===== src/verilog/adc_port_pkg.sv =====
// Constants shared by the serial audio output port and its clock scaler.
// Assumes a single 40 MHz mclk domain and 7-bit register indices.
package adc_port_pkg;

  // Register indices on the control port
  localparam logic [6:0] FORMAT_REG_ADDR = 7'h04;
  localparam logic [6:0] CLK_REG_ADDR = 7'h06;

  // Format control register fields
  localparam int SWAP_BIT = 1;
  localparam int FORMAT_LSB = 3;
  localparam int LENGTH_LSB = 5;
  localparam int FRAME_POL_BIT = 7;
  localparam int BITCLK_POL_BIT = 8;

  // Clock generation register fields
  localparam int MASTER_BIT = 0;
  localparam int DIV_LSB = 2;
  localparam int SCALE_LSB = 5;
  localparam int SRC_BIT = 8;

  // Reset values
  localparam logic [8:0] FORMAT_REG_RESET = 9'h050;
  localparam logic [8:0] CLK_REG_RESET = 9'h140;

  // Master frame length in bit clocks, used as module parameter default
  localparam int FRAME_BITS_DEFAULT = 64;

  typedef enum logic [1:0] {
    FORMAT_RIGHT = 2'b00,
    FORMAT_LEFT = 2'b01,
    FORMAT_I2S = 2'b10,
    FORMAT_DSP = 2'b11
  } format_e;

  // Scaler threshold in half source ticks: 2, 3, 4, 6, 8, 12, 16, 24
  function automatic logic [5:0] scale_threshold(input logic [2:0] code);
    logic [5:0] thr;
    case (code)
      3'h0: thr = 6'h02;
      3'h1: thr = 6'h03;
      3'h2: thr = 6'h04;
      3'h3: thr = 6'h06;
      3'h4: thr = 6'h08;
      3'h5: thr = 6'h0c;
      3'h6: thr = 6'h10;
      default: thr = 6'h18;
    endcase
    return thr;
  endfunction

  // Sample length in bits for the word-length code
  function automatic logic [5:0] sample_bits(input logic [1:0] code);
    logic [5:0] n;
    case (code)
      2'h0: n = 6'h10;
      2'h1: n = 6'h14;
      2'h2: n = 6'h18;
      default: n = 6'h20;
    endcase
    return n;
  endfunction

endpackage


===== src/verilog/sysclk_if.sv =====
// Carrier between the port engine and its internal clock scaler.
// Assumes both ends sit in the mclk domain.
`timescale 1ns/1ps
interface sysclk_if;
  logic source_pll;
  logic [2:0] scale_code;
  logic pll_tick;
  logic sys_tick;

  modport scaler (input source_pll, input scale_code, input pll_tick, output sys_tick);
  modport engine (output source_pll, output scale_code, output pll_tick, input sys_tick);
endinterface


===== src/verilog/sysclk_scaler.sv =====
// Internal master clock scaler: turns the chosen source into a tick stream.
// Assumes pll_tick is a one-cycle enable already synchronous to mclk.
`timescale 1ns/1ps
module sysclk_scaler (
  // Clock and reset
  input wire logic mclk,
  input wire logic rst_b,
  // Scaler control and tick
  sysclk_if.scaler sc
);

  logic [5:0] acc;
  logic [5:0] sum;
  logic [5:0] thr;
  logic src_tick;

  assign src_tick = sc.source_pll ? sc.pll_tick : 1'b1;
  assign sum = acc + 6'h02;
  assign thr = adc_port_pkg::scale_threshold(sc.scale_code);

  // fractional divide
  // Half-tick accumulator lets divide by 1.5 average out over three source ticks
  always_ff @(posedge mclk or negedge rst_b) begin
    if (!rst_b) begin
      acc <= 6'h00;
      sc.sys_tick <= 1'b0;
    end else if (src_tick) begin
      if (sum >= thr) begin
        acc <= sum - thr;
        sc.sys_tick <= 1'b1;
      end else begin
        acc <= sum;
        sc.sys_tick <= 1'b0;
      end
    end else begin
      sc.sys_tick <= 1'b0;
    end
  end

endmodule


===== src/verilog/adc_audio_serial_port.sv =====
// Serial audio output port of a mono ADC: register pair, master clock
// generation and the bit sequencer for the four data formats.
// Assumes all pins and the register port are synchronous to mclk.
`timescale 1ns/1ps

// Function
// - master_select high drives both clocks; low makes them inputs
// - Every word goes out MSB first down to LSB; here a 32-bit DSP word with swap set loses its LSB in a 64-bit frame
// - Left-justified: MSB on first rising edge after frame transition
// - Right-justified: LSB on last rising edge before frame transition
// - I2S: MSB on second rising edge after frame transition
// - DSP mode A: MSB second edge after frame rise, right follows
// - Swap in DSP puts data one word length after the pulse
// - Swap bit selects left phase when clear, right when set
// - Format field: right, left, I2S, DSP; I2S by default
// - Word length field: 16, 20, 24, 32 bits; 24 by default
// - Master bit clock divides internal clock by 2 to 64
// - Non-integer bit-to-frame ratio may shorten last bit clock; here every frame is FRAME_BITS whole bit clocks, none shortened
// - Scaler divides source by 1, 1.5, 2, 3, 4, 6, 8, 12
// - Source select picks external clock or PLL output, PLL default
module adc_audio_serial_port #(
  parameter int FRAME_BITS = adc_port_pkg::FRAME_BITS_DEFAULT
) (
  // Clock and reset
  input wire logic mclk,
  input wire logic rst_b,
  // Register port
  input wire logic reg_write,
  input wire logic [6:0] reg_addr,
  input wire logic [8:0] reg_wdata,
  output logic [8:0] reg_rdata,
  // Converter samples, left aligned
  input wire logic sample_strobe,
  input wire logic [31:0] sample_word,
  // PLL tick
  input wire logic pll_tick,
  // Bit clock pin
  input wire logic bitclk_in,
  output logic bitclk_out,
  output logic bitclk_oe,
  // Frame clock pin
  input wire logic frame_sync_in,
  output logic frame_sync_output,
  output logic frame_sync_oe,
  // Data pin
  output logic sample_serial_out
);

  localparam int HALF_BITS = FRAME_BITS / 2;

  logic [8:0] fmt_reg;
  logic [8:0] clk_reg;
  logic master_select;
  logic channel_phase_swap;
  logic frame_polarity;
  logic bitclk_polarity;
  logic [2:0] bitclk_divider;
  adc_port_pkg::format_e format_select;
  logic is_dsp;
  logic [5:0] word_bits;

  // Register port
  // Writes to any other index are dropped without a sign to the host
  always_ff @(posedge mclk or negedge rst_b) begin
    if (!rst_b) begin
      fmt_reg <= adc_port_pkg::FORMAT_REG_RESET;
      clk_reg <= adc_port_pkg::CLK_REG_RESET;
    end else if (reg_write) begin
      if (reg_addr == adc_port_pkg::FORMAT_REG_ADDR) begin
        fmt_reg <= reg_wdata;
      end
      if (reg_addr == adc_port_pkg::CLK_REG_ADDR) begin
        clk_reg <= reg_wdata;
      end
    end
  end

  // Readback follows reg_addr alone, so a read needs no strobe
  always_ff @(posedge mclk or negedge rst_b) begin
    if (!rst_b) begin
      reg_rdata <= 9'h000;
    end else if (reg_addr == adc_port_pkg::FORMAT_REG_ADDR) begin
      reg_rdata <= fmt_reg;
    end else if (reg_addr == adc_port_pkg::CLK_REG_ADDR) begin
      reg_rdata <= clk_reg;
    end else begin
      reg_rdata <= 9'h000;
    end
  end

  // Clock reg bit 1 is stored and read back but drives nothing
  assign master_select = clk_reg[adc_port_pkg::MASTER_BIT];
  assign bitclk_divider = clk_reg[adc_port_pkg::DIV_LSB +: 3];
  assign channel_phase_swap = fmt_reg[adc_port_pkg::SWAP_BIT];
  assign format_select = adc_port_pkg::format_e'(fmt_reg[adc_port_pkg::FORMAT_LSB +: 2]);
  assign is_dsp = (format_select == adc_port_pkg::FORMAT_DSP);
  assign word_bits = adc_port_pkg::sample_bits(fmt_reg[adc_port_pkg::LENGTH_LSB +: 2]);
  assign bitclk_polarity = fmt_reg[adc_port_pkg::BITCLK_POL_BIT];
  // frame polarity ignored in DSP
  // The pulse shape in DSP is fixed, so inverting it would only confuse the host
  assign frame_polarity = fmt_reg[adc_port_pkg::FRAME_POL_BIT] & ~is_dsp;

  // Internal clock scaler
  sysclk_if sc ();
  assign sc.source_pll = clk_reg[adc_port_pkg::SRC_BIT];
  assign sc.scale_code = clk_reg[adc_port_pkg::SCALE_LSB +: 3];
  assign sc.pll_tick = pll_tick;

  sysclk_scaler u_scaler (
    .mclk(mclk),
    .rst_b(rst_b),
    .sc(sc)
  );

  // Master clock generation
  logic [5:0] half_limit;
  logic [5:0] half_cnt;
  logic bclk_int;
  logic frame_int;
  logic [6:0] mbit;
  logic [6:0] next_mbit;
  logic next_frame;

  // divider select
  // Reserved codes hold the slowest rate rather than stop the clock
  always_comb begin
    case (bitclk_divider)
      3'h0: half_limit = 6'h00;
      3'h1: half_limit = 6'h01;
      3'h2: half_limit = 6'h03;
      3'h3: half_limit = 6'h07;
      3'h4: half_limit = 6'h0f;
      default: half_limit = 6'h1f;
    endcase
  end

  assign next_mbit = (mbit == 7'(FRAME_BITS - 1)) ? 7'h00 : mbit + 7'h01;

  always_comb begin
    case (format_select)
      // DSP pulse stands for one bit clock at frame start
      adc_port_pkg::FORMAT_DSP: next_frame = (next_mbit == 7'h00);
      // I2S left phase is the low half of the frame
      adc_port_pkg::FORMAT_I2S: next_frame = (next_mbit >= 7'(HALF_BITS));
      default: next_frame = (next_mbit < 7'(HALF_BITS));
    endcase
  end

  // whole bit clocks per frame
  // The frame always spans a whole number of bit clocks, so no short pulse appears
  always_ff @(posedge mclk or negedge rst_b) begin
    if (!rst_b) begin
      half_cnt <= 6'h00;
      bclk_int <= 1'b0;
      frame_int <= 1'b0;
      mbit <= 7'h00;
    end else if (!master_select) begin
      half_cnt <= 6'h00;
      bclk_int <= 1'b0;
      frame_int <= 1'b0;
      mbit <= 7'h00;
    end else if (sc.sys_tick) begin
      if (half_cnt >= half_limit) begin
        half_cnt <= 6'h00;
        bclk_int <= ~bclk_int;
        if (bclk_int) begin
          mbit <= next_mbit;
          frame_int <= next_frame;
        end
      end else begin
        half_cnt <= half_cnt + 6'h01;
      end
    end
  end

  always_ff @(posedge mclk or negedge rst_b) begin
    if (!rst_b) begin
      bitclk_out <= 1'b0;
      frame_sync_output <= 1'b0;
      bitclk_oe <= 1'b0;
      frame_sync_oe <= 1'b0;
    end else begin
      bitclk_out <= bclk_int ^ bitclk_polarity;
      frame_sync_output <= frame_int ^ frame_polarity;
      bitclk_oe <= master_select;
      frame_sync_oe <= master_select;
    end
  end

  // Bit sequencer
  logic lvl_b;
  logic lvl_f;
  logic prev_b;
  logic last_f;
  logic fall;
  logic trans;
  logic [6:0] k;
  logic [6:0] next_k;
  logic [6:0] half_len;
  logic [31:0] sample_hold;
  logic [31:0] word;
  logic [31:0] src_word;
  logic is_left;
  logic in_target;
  logic signed [8:0] pos;
  logic active;

  assign lvl_b = master_select ? bclk_int : (bitclk_in ^ bitclk_polarity);
  assign lvl_f = master_select ? frame_int : (frame_sync_in ^ frame_polarity);
  assign fall = prev_b & ~lvl_b;
  // pulse rise starts frame
  // Only the rising edge matters in DSP mode, so any pulse width works
  assign trans = is_dsp ? (lvl_f & ~last_f) : (lvl_f != last_f);
  assign next_k = trans ? 7'h00 : ((k == 7'h7f) ? k : k + 7'h01);
  assign src_word = trans ? sample_hold : word;
  assign is_left = (format_select == adc_port_pkg::FORMAT_I2S) ? ~lvl_f : lvl_f;
  assign in_target = channel_phase_swap ? ~is_left : is_left;

  always_comb begin
    case (format_select)
      adc_port_pkg::FORMAT_LEFT: pos = $signed({2'b00, next_k});
      adc_port_pkg::FORMAT_I2S: pos = $signed({2'b00, next_k}) - 9'sd1;
      adc_port_pkg::FORMAT_RIGHT: pos = $signed({2'b00, next_k}) - ($signed({2'b00, half_len}) - $signed({3'b000, word_bits}));
      default: pos = $signed({2'b00, next_k}) - 9'sd1 - (channel_phase_swap ? $signed({3'b000, word_bits}) : 9'sd0);
    endcase
  end

  assign active = (pos >= 9'sd0) && (pos < $signed({3'b000, word_bits})) && (is_dsp || in_target);

  // I2S tail
  // A word as long as its phase runs one slot past it, so its LSB lands in
  // the first slot of the next phase and must still come from the old word
  logic i2s_tail;
  assign i2s_tail = (format_select == adc_port_pkg::FORMAT_I2S) && trans && !in_target && (k < {1'b0, word_bits});

  always_ff @(posedge mclk or negedge rst_b) begin
    if (!rst_b) begin
      sample_hold <= 32'h0000_0000;
    end else if (sample_strobe) begin
      sample_hold <= sample_word;
    end
  end

  always_ff @(posedge mclk or negedge rst_b) begin
    if (!rst_b) begin
      prev_b <= 1'b0;
    end else begin
      prev_b <= lvl_b;
    end
  end

  // A new word is taken only at a frame edge so a sample never tears mid-frame
  always_ff @(posedge mclk or negedge rst_b) begin
    if (!rst_b) begin
      last_f <= 1'b0;
      k <= 7'h00;
      half_len <= 7'(HALF_BITS);
      word <= 32'h0000_0000;
    end else if (fall) begin
      last_f <= lvl_f;
      k <= next_k;
      if (trans) begin
        word <= sample_hold;
        if (!is_dsp) begin
          half_len <= k + 7'h01;
        end
      end
    end
  end

  always_ff @(posedge mclk or negedge rst_b) begin
    if (!rst_b) begin
      sample_serial_out <= 1'b0;
    end else if (fall) begin
      // Unused slots drive 0 rather than hold the last bit
      if (i2s_tail) begin
        sample_serial_out <= word[5'(31 - k)];
      end else if (active) begin
        sample_serial_out <= src_word[5'(31 - pos)];
      end else begin
        sample_serial_out <= 1'b0;
      end
    end
  end

endmodule


===== config.mk =====
export PLATFORM = sky130hd
export DESIGN_NAME = adc_audio_serial_port
export DESIGN_NICKNAME = d
export VERILOG_FILES = /design/src/verilog/adc_port_pkg.sv /design/src/verilog/sysclk_if.sv /design/src/verilog/sysclk_scaler.sv /design/src/verilog/adc_audio_serial_port.sv
export SDC_FILE = /design/constraint.sdc
export NUM_CORES = 1
export LEC_CHECK = 0
export ABC_AREA = 1
export BUFFER_PORTS_ARGS = -buffer_cell sky130_fd_sc_hd__buf_2
export CORE_MARGIN = 10
export CORE_UTILIZATION = 55
export DETAILED_ROUTE_END_ITERATION = 8
export PLACE_DENSITY = 0.76
export SLEW_MARGIN = 20
export SYNTH_ARGS = -nofsm -noshare
export SYNTH_HDL_FRONTEND = slang
export SYNTH_HIERARCHICAL = 1
export SYNTH_SLANG_ARGS = --single-unit

===== constraint.sdc =====
create_clock -name mclk -period 4.2 [get_ports mclk]
set_input_delay 1.26 -clock mclk [delete_from_list [all_inputs] [get_ports mclk]]
set_output_delay 1.26 -clock mclk [all_outputs]
set_load 0.02 [all_outputs]

==> impl_metrics.tcl, run 1 <==
set metrics [dict create \
    rsz0062_at_grt "yes" \
    place_congestion 0.888 \
    synth-seq-area-share 0.405 \
    netlist_instances 1022 \
    drc 1 \
    layout-drive-gt1-share 0.232 \
    clk_latency_ns 0.42 \
    maxCapViolations 0 \
    grt_pass1_wl_mm 34.6 \
    hold_class "reg -> reg" \
    grt_pass1_vias 7084 \
    multi_input_area_um2 4390 \
    nFillCells 1139 \
    cts.sinks 133 \
    dp_worst_setup_slack_ns -0.848 \
    period_share 1.07 \
    met1_usage 0.277 \
    critPathRequiredTime_ns 4.55 \
    p_leak_nw 4.86 \
    final_util 0.682 \
    die_area_um2 20300 \
    vias_per_cell 5.54 \
    drt_iter0_markers 574 \
    drv_slew 0 \
    area.growth.synth_to_final_pct 20.8 \
    grt_busiest_layer "met2" \
    firstDrtPassIters 8 \
    drt_wl_total_mm 20.8 \
    layout_min_cycle_time_ns 4.51 \
    ys_warn_count 6 \
    setup_viol 1 \
    slew_headroom 0.519 \
    cts_tree "built" \
    netlist_area_um2 8240 \
    io_pins 69 \
    status "finished with violations" \
    start_kind "primary input" \
    place_hpwl_mm 14.8 \
    cts_root_buf "clkbuf_16" \
    hold_viol 0 \
    holdBufCountCts 0 \
    arrival_ns 4.86 \
    violations "DRC, setup timing" \
    top_regs "sample_hold: 32 flops, word: 32 flops" \
    grt_use_met3 0.0441 \
    grt_max_degree 81 \
    synthArstFlopShare 1.00 \
    syn_nets 1119 \
    gr-usage-all-layers 0.208 \
    max_slew.worst_pin.slew_ns 0.721 \
    drt-wirelength-per-cell_um 15.6 \
    n_antenna_cell 0 \
    nNetsFinal 1230 \
    rows 44 \
    fmaxAchievable_ghz 0.222 \
    die_w_um 142 \
    numCtsBuffers 17 \
    setup_ws_ns -0.306 \
    hold_ws_ns 0.482 \
    syn_area_per_cell_um2 8.06 \
    ys_types 51 \
    end_kind "flip-flop" \
    cts_buffer_depth 2 \
    htreeDepth 4 \
    ant_nets 0 \
    clk_pin_slew_ns 0.06 \
    path_max_fanout 3 \
    synth-edff-count 0 \
    synthFlopType "dfrtp_1" \
    port_buffers 68 \
    overflow 0 \
    regArea_um2 3330 \
    antenna_found_initial 0 \
    vias 7367 \
    power_mw 7.90 \
    ys_seq_elements 133 \
    irDropWorstVdd_uv 402 \
    use_met2 0.333 \
    power_density_nw_per_um2 794 \
    coreArea_um2 14600 \
    initial_core_util 0.564 \
    fp.dieH_um 142 \
    skew_ns 0.0118 \
    path_class "in -> reg" \
]
path summary, 6_finish.rpt:
path,startpoint,end,slack (ns),cells past startpoint
worst max-delay path,frame_sync_in,sample_serial_out,-0.31,28
worst min-delay path,fmt_reg[0],reg_rdata[0],0.48,2
worst max register to register,fmt_reg[3],sample_serial_out,-0.16,31
worst min register to register,fmt_reg[0],reg_rdata[0],0.48,2
max in group asynchronous,rst_b,word[8],2.58,2
min in group asynchronous,rst_b,mbit[4],0.88,1
layer usage:
metal / share of wire / vias to the layer above
met1: 0.44 / 3475
met2: 0.48 / 237
li1: - / 3623
met4: 0.017 / 0
met3: 0.058 / 32
met5: 0 / -
worst max-delay path, cell delays in order:
cell and delay (ns):
buf_6 0.09, or2_4 0.22, a31o_4 0.23, inv_4 0.05
ha_4 0.20, nand2_4 0.06, o21ai_4 0.08, nand3_4 0.11
ha_4 0.15, inv_4 0.04, nor3_4 0.16, xor2_2 0.23
ha_4 0.25, buf_4 0.13, xnor2_1 0.11, nand2_1 0.06
nand4_1 0.13, ha_1 0.35, a21oi_2 0.12, nand2_1 0.06
nand2_1 0.09, nand3_2 0.09, nor2_2 0.12, ha_2 0.17
o21ai_2 0.05, inv_1 0.07, nand3_2 0.06, a21oi_2 0.11
metrics by stage:
stage | cell area (µm²) | cells | TNS, ns
global route | 9950 | 1330 | -0.522
detailed placement | 9090 | 1291 | -0.848
global placement | 9090 | 1291 | -0.768
floorplan | 8300 | 1022 | -0.566
finish | 9950 | 1330 | -0.306
CTS | 9820 | 1327 | -0.361
Yosys cell counts (6+ instances only):
cell	n	area, µm²
clkbuf_1	15	56.3
o22ai_1	10	62.6
a21oi_1	34	170
nor3_1	7	35.0
nand2_2	8	50.1
nand3_2	7	70.1
mux2_2	35	394
o21ai_0	127	636
ha_1	38	475
xor2_1	13	114
nand3_1	81	405
nor2_1	57	214
xnor2_1	11	96.3
o21ai_1	6	30.0
nand2_1	213	800
dfrtp_1	128	3200
nand4_1	25	156
inv_1	132	495
cells in the final DEF, fill, tap and decap left out, types with 3 or more instances in the layout:
master       n
xnor2_1     11
o21ai_2      4
nand3_4      3
nand3_1     78
o22ai_1     10
dfrtp_1    128
inv_4        3
fa_1         3
ha_4         4
nand3b_1     3
inv_6        3
nor2_4       3
buf_6        4
mux2_2      35
nor3_1       7
o21ai_0    124
dfstp_2      5
nand2_4      6
nand2_1    210
ha_1        32
nand2_2      9
a21oi_2      4
bufinv_16    5
clkinv_4     3
o21ai_1      8
inv_1      129
xor2_1      12
clkbuf_16   17
nor2_1      55
buf_2       66
nand3_2      8
buf_4       54
inv_2        3
nand4_1     25
a21oi_1     32
kinds of logic (layout without fill, tap and decap cells):
logic type,Yosys count,after routing,share of synthesized area
buffers and inverters,170,294,0.0854
flip-flops,133,133,0.405
adder cells (fa/ha/maj),42,42,0.0675
AO/OA/AOI/OAI,202,202,0.137
AND/OR/NAND/NOR,415,415,0.230
XOR/XNOR,25,25,0.0275
multiplexers,35,35,0.0479
area by class of cell:
| class | instances | share of cell area |
|---|---|---|
| multi-input cells | 719 | 0.441 |
| flip-flops and latches | 133 | 0.335 |
| repair buffers | 126 | 0.0825 |
| inverters | 136 | 0.0521 |
| clock buffers | 18 | 0.0441 |
| well taps | 184 | 0.0231 |
| clock inverters | 14 | 0.0224 |
where the power goes:
| group | total [mW] | leakage (nW) | switching (mW) | internal (mW) |
|---|---|---|---|---|
| clock network | 1.65 | 0.318 | 0.576 | 1.08 |
| logic | 4.49 | 2.89 | 2.64 | 1.85 |
| registers | 1.76 | 1.65 | 0.190 | 1.57 |
repair_timing:
action	CTS	global route
endpoints found under the setup margin	1	1
resized for setup	10	24
pin swaps	19	23
setup buffers	4	3
gates cloned	0	0
No activity file was read; power rests on OpenSTA's default activity.
==> run 2, diff against run 1 <==
CORE_ASPECT_RATIO = 2   (was unset)
MAX_ROUTING_LAYER = met4   (was unset)
==> run 2 against run 1 <==
Compared with the run above:
- the flow finishes with violations (setup timing)
- wire length is 5.3% higher
- setup slack got worse by 0.051 ns
- hold slack got worse by 0.0029 ns
- via count increased by 1.3%
- sequential share of layout area grew 0.11 points
- global-route usage is 1.7 points higher
- core utilization fell by 0.91 points
- critical endpoint unchanged
- highest routed layer unchanged
==> impl_metrics.tcl, run 2 (synthesis results as in run 1) <==
set metrics [dict create \
    worst_path_most_repeated_cell "ha_4" \
    vias_per_cell 5.52 \
    sw_frac_of_total 0.433 \
    cpPeakStageDelay_ns 0.25 \
    port_buffers 68 \
    place_hpwl_mm 16.8 \
    io_pins 69 \
    critPathRequiredTime_ns 4.55 \
    ant_nets 0 \
    drt_iter0_markers 274 \
    numCtsBuffers 17 \
    p_sw_mw 3.31 \
    status "finished with violations" \
    clk_latency_ns 0.43 \
    overflow 0 \
    maxCapViolations 0 \
    coreArea_um2 14700 \
    cts_root_buf "clkbuf_16" \
    path_delay_family "simple AND/OR/NAND/NOR gates" \
    htreeDepth 4 \
    clkPwrFrac 0.194 \
    firstDrtPassIters 5 \
    final_util 0.673 \
    grt_max_degree 74 \
    area.growth.synth_to_final_pct 20.4 \
    gr-usage-all-layers 0.225 \
    drc 0 \
    path_max_fanout 5 \
    drt_wl_total_mm 21.9 \
    cts_buffer_depth 2 \
    max_slew.worst_pin.slew_ns 0.684 \
    vias 7461 \
    rsz0062_at_grt "yes" \
    layout-drive-gt1-share 0.228 \
    p_leak_nw 4.86 \
    fmaxAchievable_ghz 0.219 \
    layout_commonest_cell "nand2_1" \
    worst-path-buf-inv 4 \
    top_regs "sample_hold: 32 flops, word: 32 flops" \
    comb_power_share 0.576 \
    nFillCells 1244 \
    antenna_found_initial 0 \
    end_kind "flip-flop" \
    final_cells 1351 \
    grt_pass1_wl_mm 35.9 \
    place_congestion 0.988 \
    nNetsFinal 1240 \
    seqPwrFrac 0.230 \
    die_area_um2 20600 \
    n_antenna_cell 0 \
    crit_path_top_delay_cell "a31o_4" \
    setup_ws_ns -0.357 \
    clk_pin_slew_ns 0.06 \
    power_density_nw_per_um2 770 \
    met1_usage 0.200 \
    violations "setup timing" \
    use_met2 0.427 \
    hold_viol 0 \
    hold_class "reg -> reg" \
    p_int_mw 4.33 \
    layout_min_cycle_time_ns 4.56 \
    skew_ns 0.00864 \
    place_inst 1312 \
    grt_busiest_layer "met2" \
    cts_tree "built" \
    layout_common_cells "211 x nand2_1, 130 x inv_1, 128 x dfrtp_1" \
    drv_slew 0 \
    slew_headroom 0.544 \
    die_w_um 107 \
    grt_use_met3 0.0373 \
    arrival_ns 4.91 \
    irDropWorstVdd_uv 520 \
    cts.sinks 133 \
    drt-wirelength-per-cell_um 16.2 \
    setup_viol 1 \
    initial_core_util 0.559 \
    rows 63 \
    grt_pass1_vias 7670 \
    fp.dieH_um 193 \
    start_kind "primary input" \
    path_class "in -> reg" \
    period_share 1.08 \
]
run 2: final cells by class:
class / count / area, µm² / share of cell area
repair buffers: 136 / 892 / 0.0899
well taps: 195 / 244 / 0.0246
clock inverters: 7 / 93.8 / 0.00946
flip-flops and latches: 133 / 3330 / 0.336
multi-input cells: 719 / 4340 / 0.438
clock buffers: 25 / 495 / 0.0499
inverters: 136 / 518 / 0.0522
run 2: power by group through the flow:
stage | Combinational (mW) | Clock (mW) | Sequential (mW)
after global routing | 4.92 | 1.55 | 1.79
final | 4.40 | 1.48 | 1.76
after detailed placement | 4.13 | 0 | 1.77
after floorplan | 2.88 | 0 | 1.74
after CTS | 4.23 | 1.51 | 1.76
after global placement | 4.06 | 0 | 1.77
run 2: stage by stage:
| stage | hold slack [ns] | setup TNS [ns] | total power, mW | setup slack (ns) | cell area [µm²] |
|---|---|---|---|---|---|
| floorplan | 0.434 | -0.566 | 4.62 | -0.566 | 8300 |
| global placement | 0.461 | -0.823 | 5.83 | -0.823 | 9180 |
| detailed placement | 0.470 | -0.881 | 5.90 | -0.881 | 9180 |
| CTS | 0.480 | -0.419 | 7.49 | -0.419 | 9810 |
| global route | 0.502 | -0.616 | 8.26 | -0.616 | 9920 |
| finish | 0.479 | -0.357 | 7.64 | -0.357 | 9920 |
run 2: routing by layer:
metal / wire length, µm / vias to the layer above
met5: 0 / -
met3: 874 / 85
met2: 12100 / 207
met4: 1390 / 0
met1: 7490 / 3546
li1: - / 3623
run 2: final timing paths:
path	from	to	slack (ns)	cells past startpoint
worst max-delay path	frame_sync_in	sample_serial_out	-0.36	28
worst min-delay path	fmt_reg[0]	reg_rdata[0]	0.48	2
worst max register to register	fmt_reg[3]	sample_serial_out	-0.20	31
worst min register to register	fmt_reg[0]	reg_rdata[0]	0.48	2
max in group asynchronous	rst_b	half_len[1]	2.58	2
min in group asynchronous	rst_b	half_cnt[3]	0.85	1
run 2: what timing repair did:
item / in CTS / in global routing
resized for setup: 3 / 18
hold buffers: 0 / 0
setup buffers: 3 / 4
pin swaps: 2 / 21
setup endpoints to repair: 1 / 1
run 2: tightest hold or removal path, stage by stage (launching register included):
cell	delay (ns)
dfrtp_1	0.34
nand2_1	0.05
o21ai_0	0.06
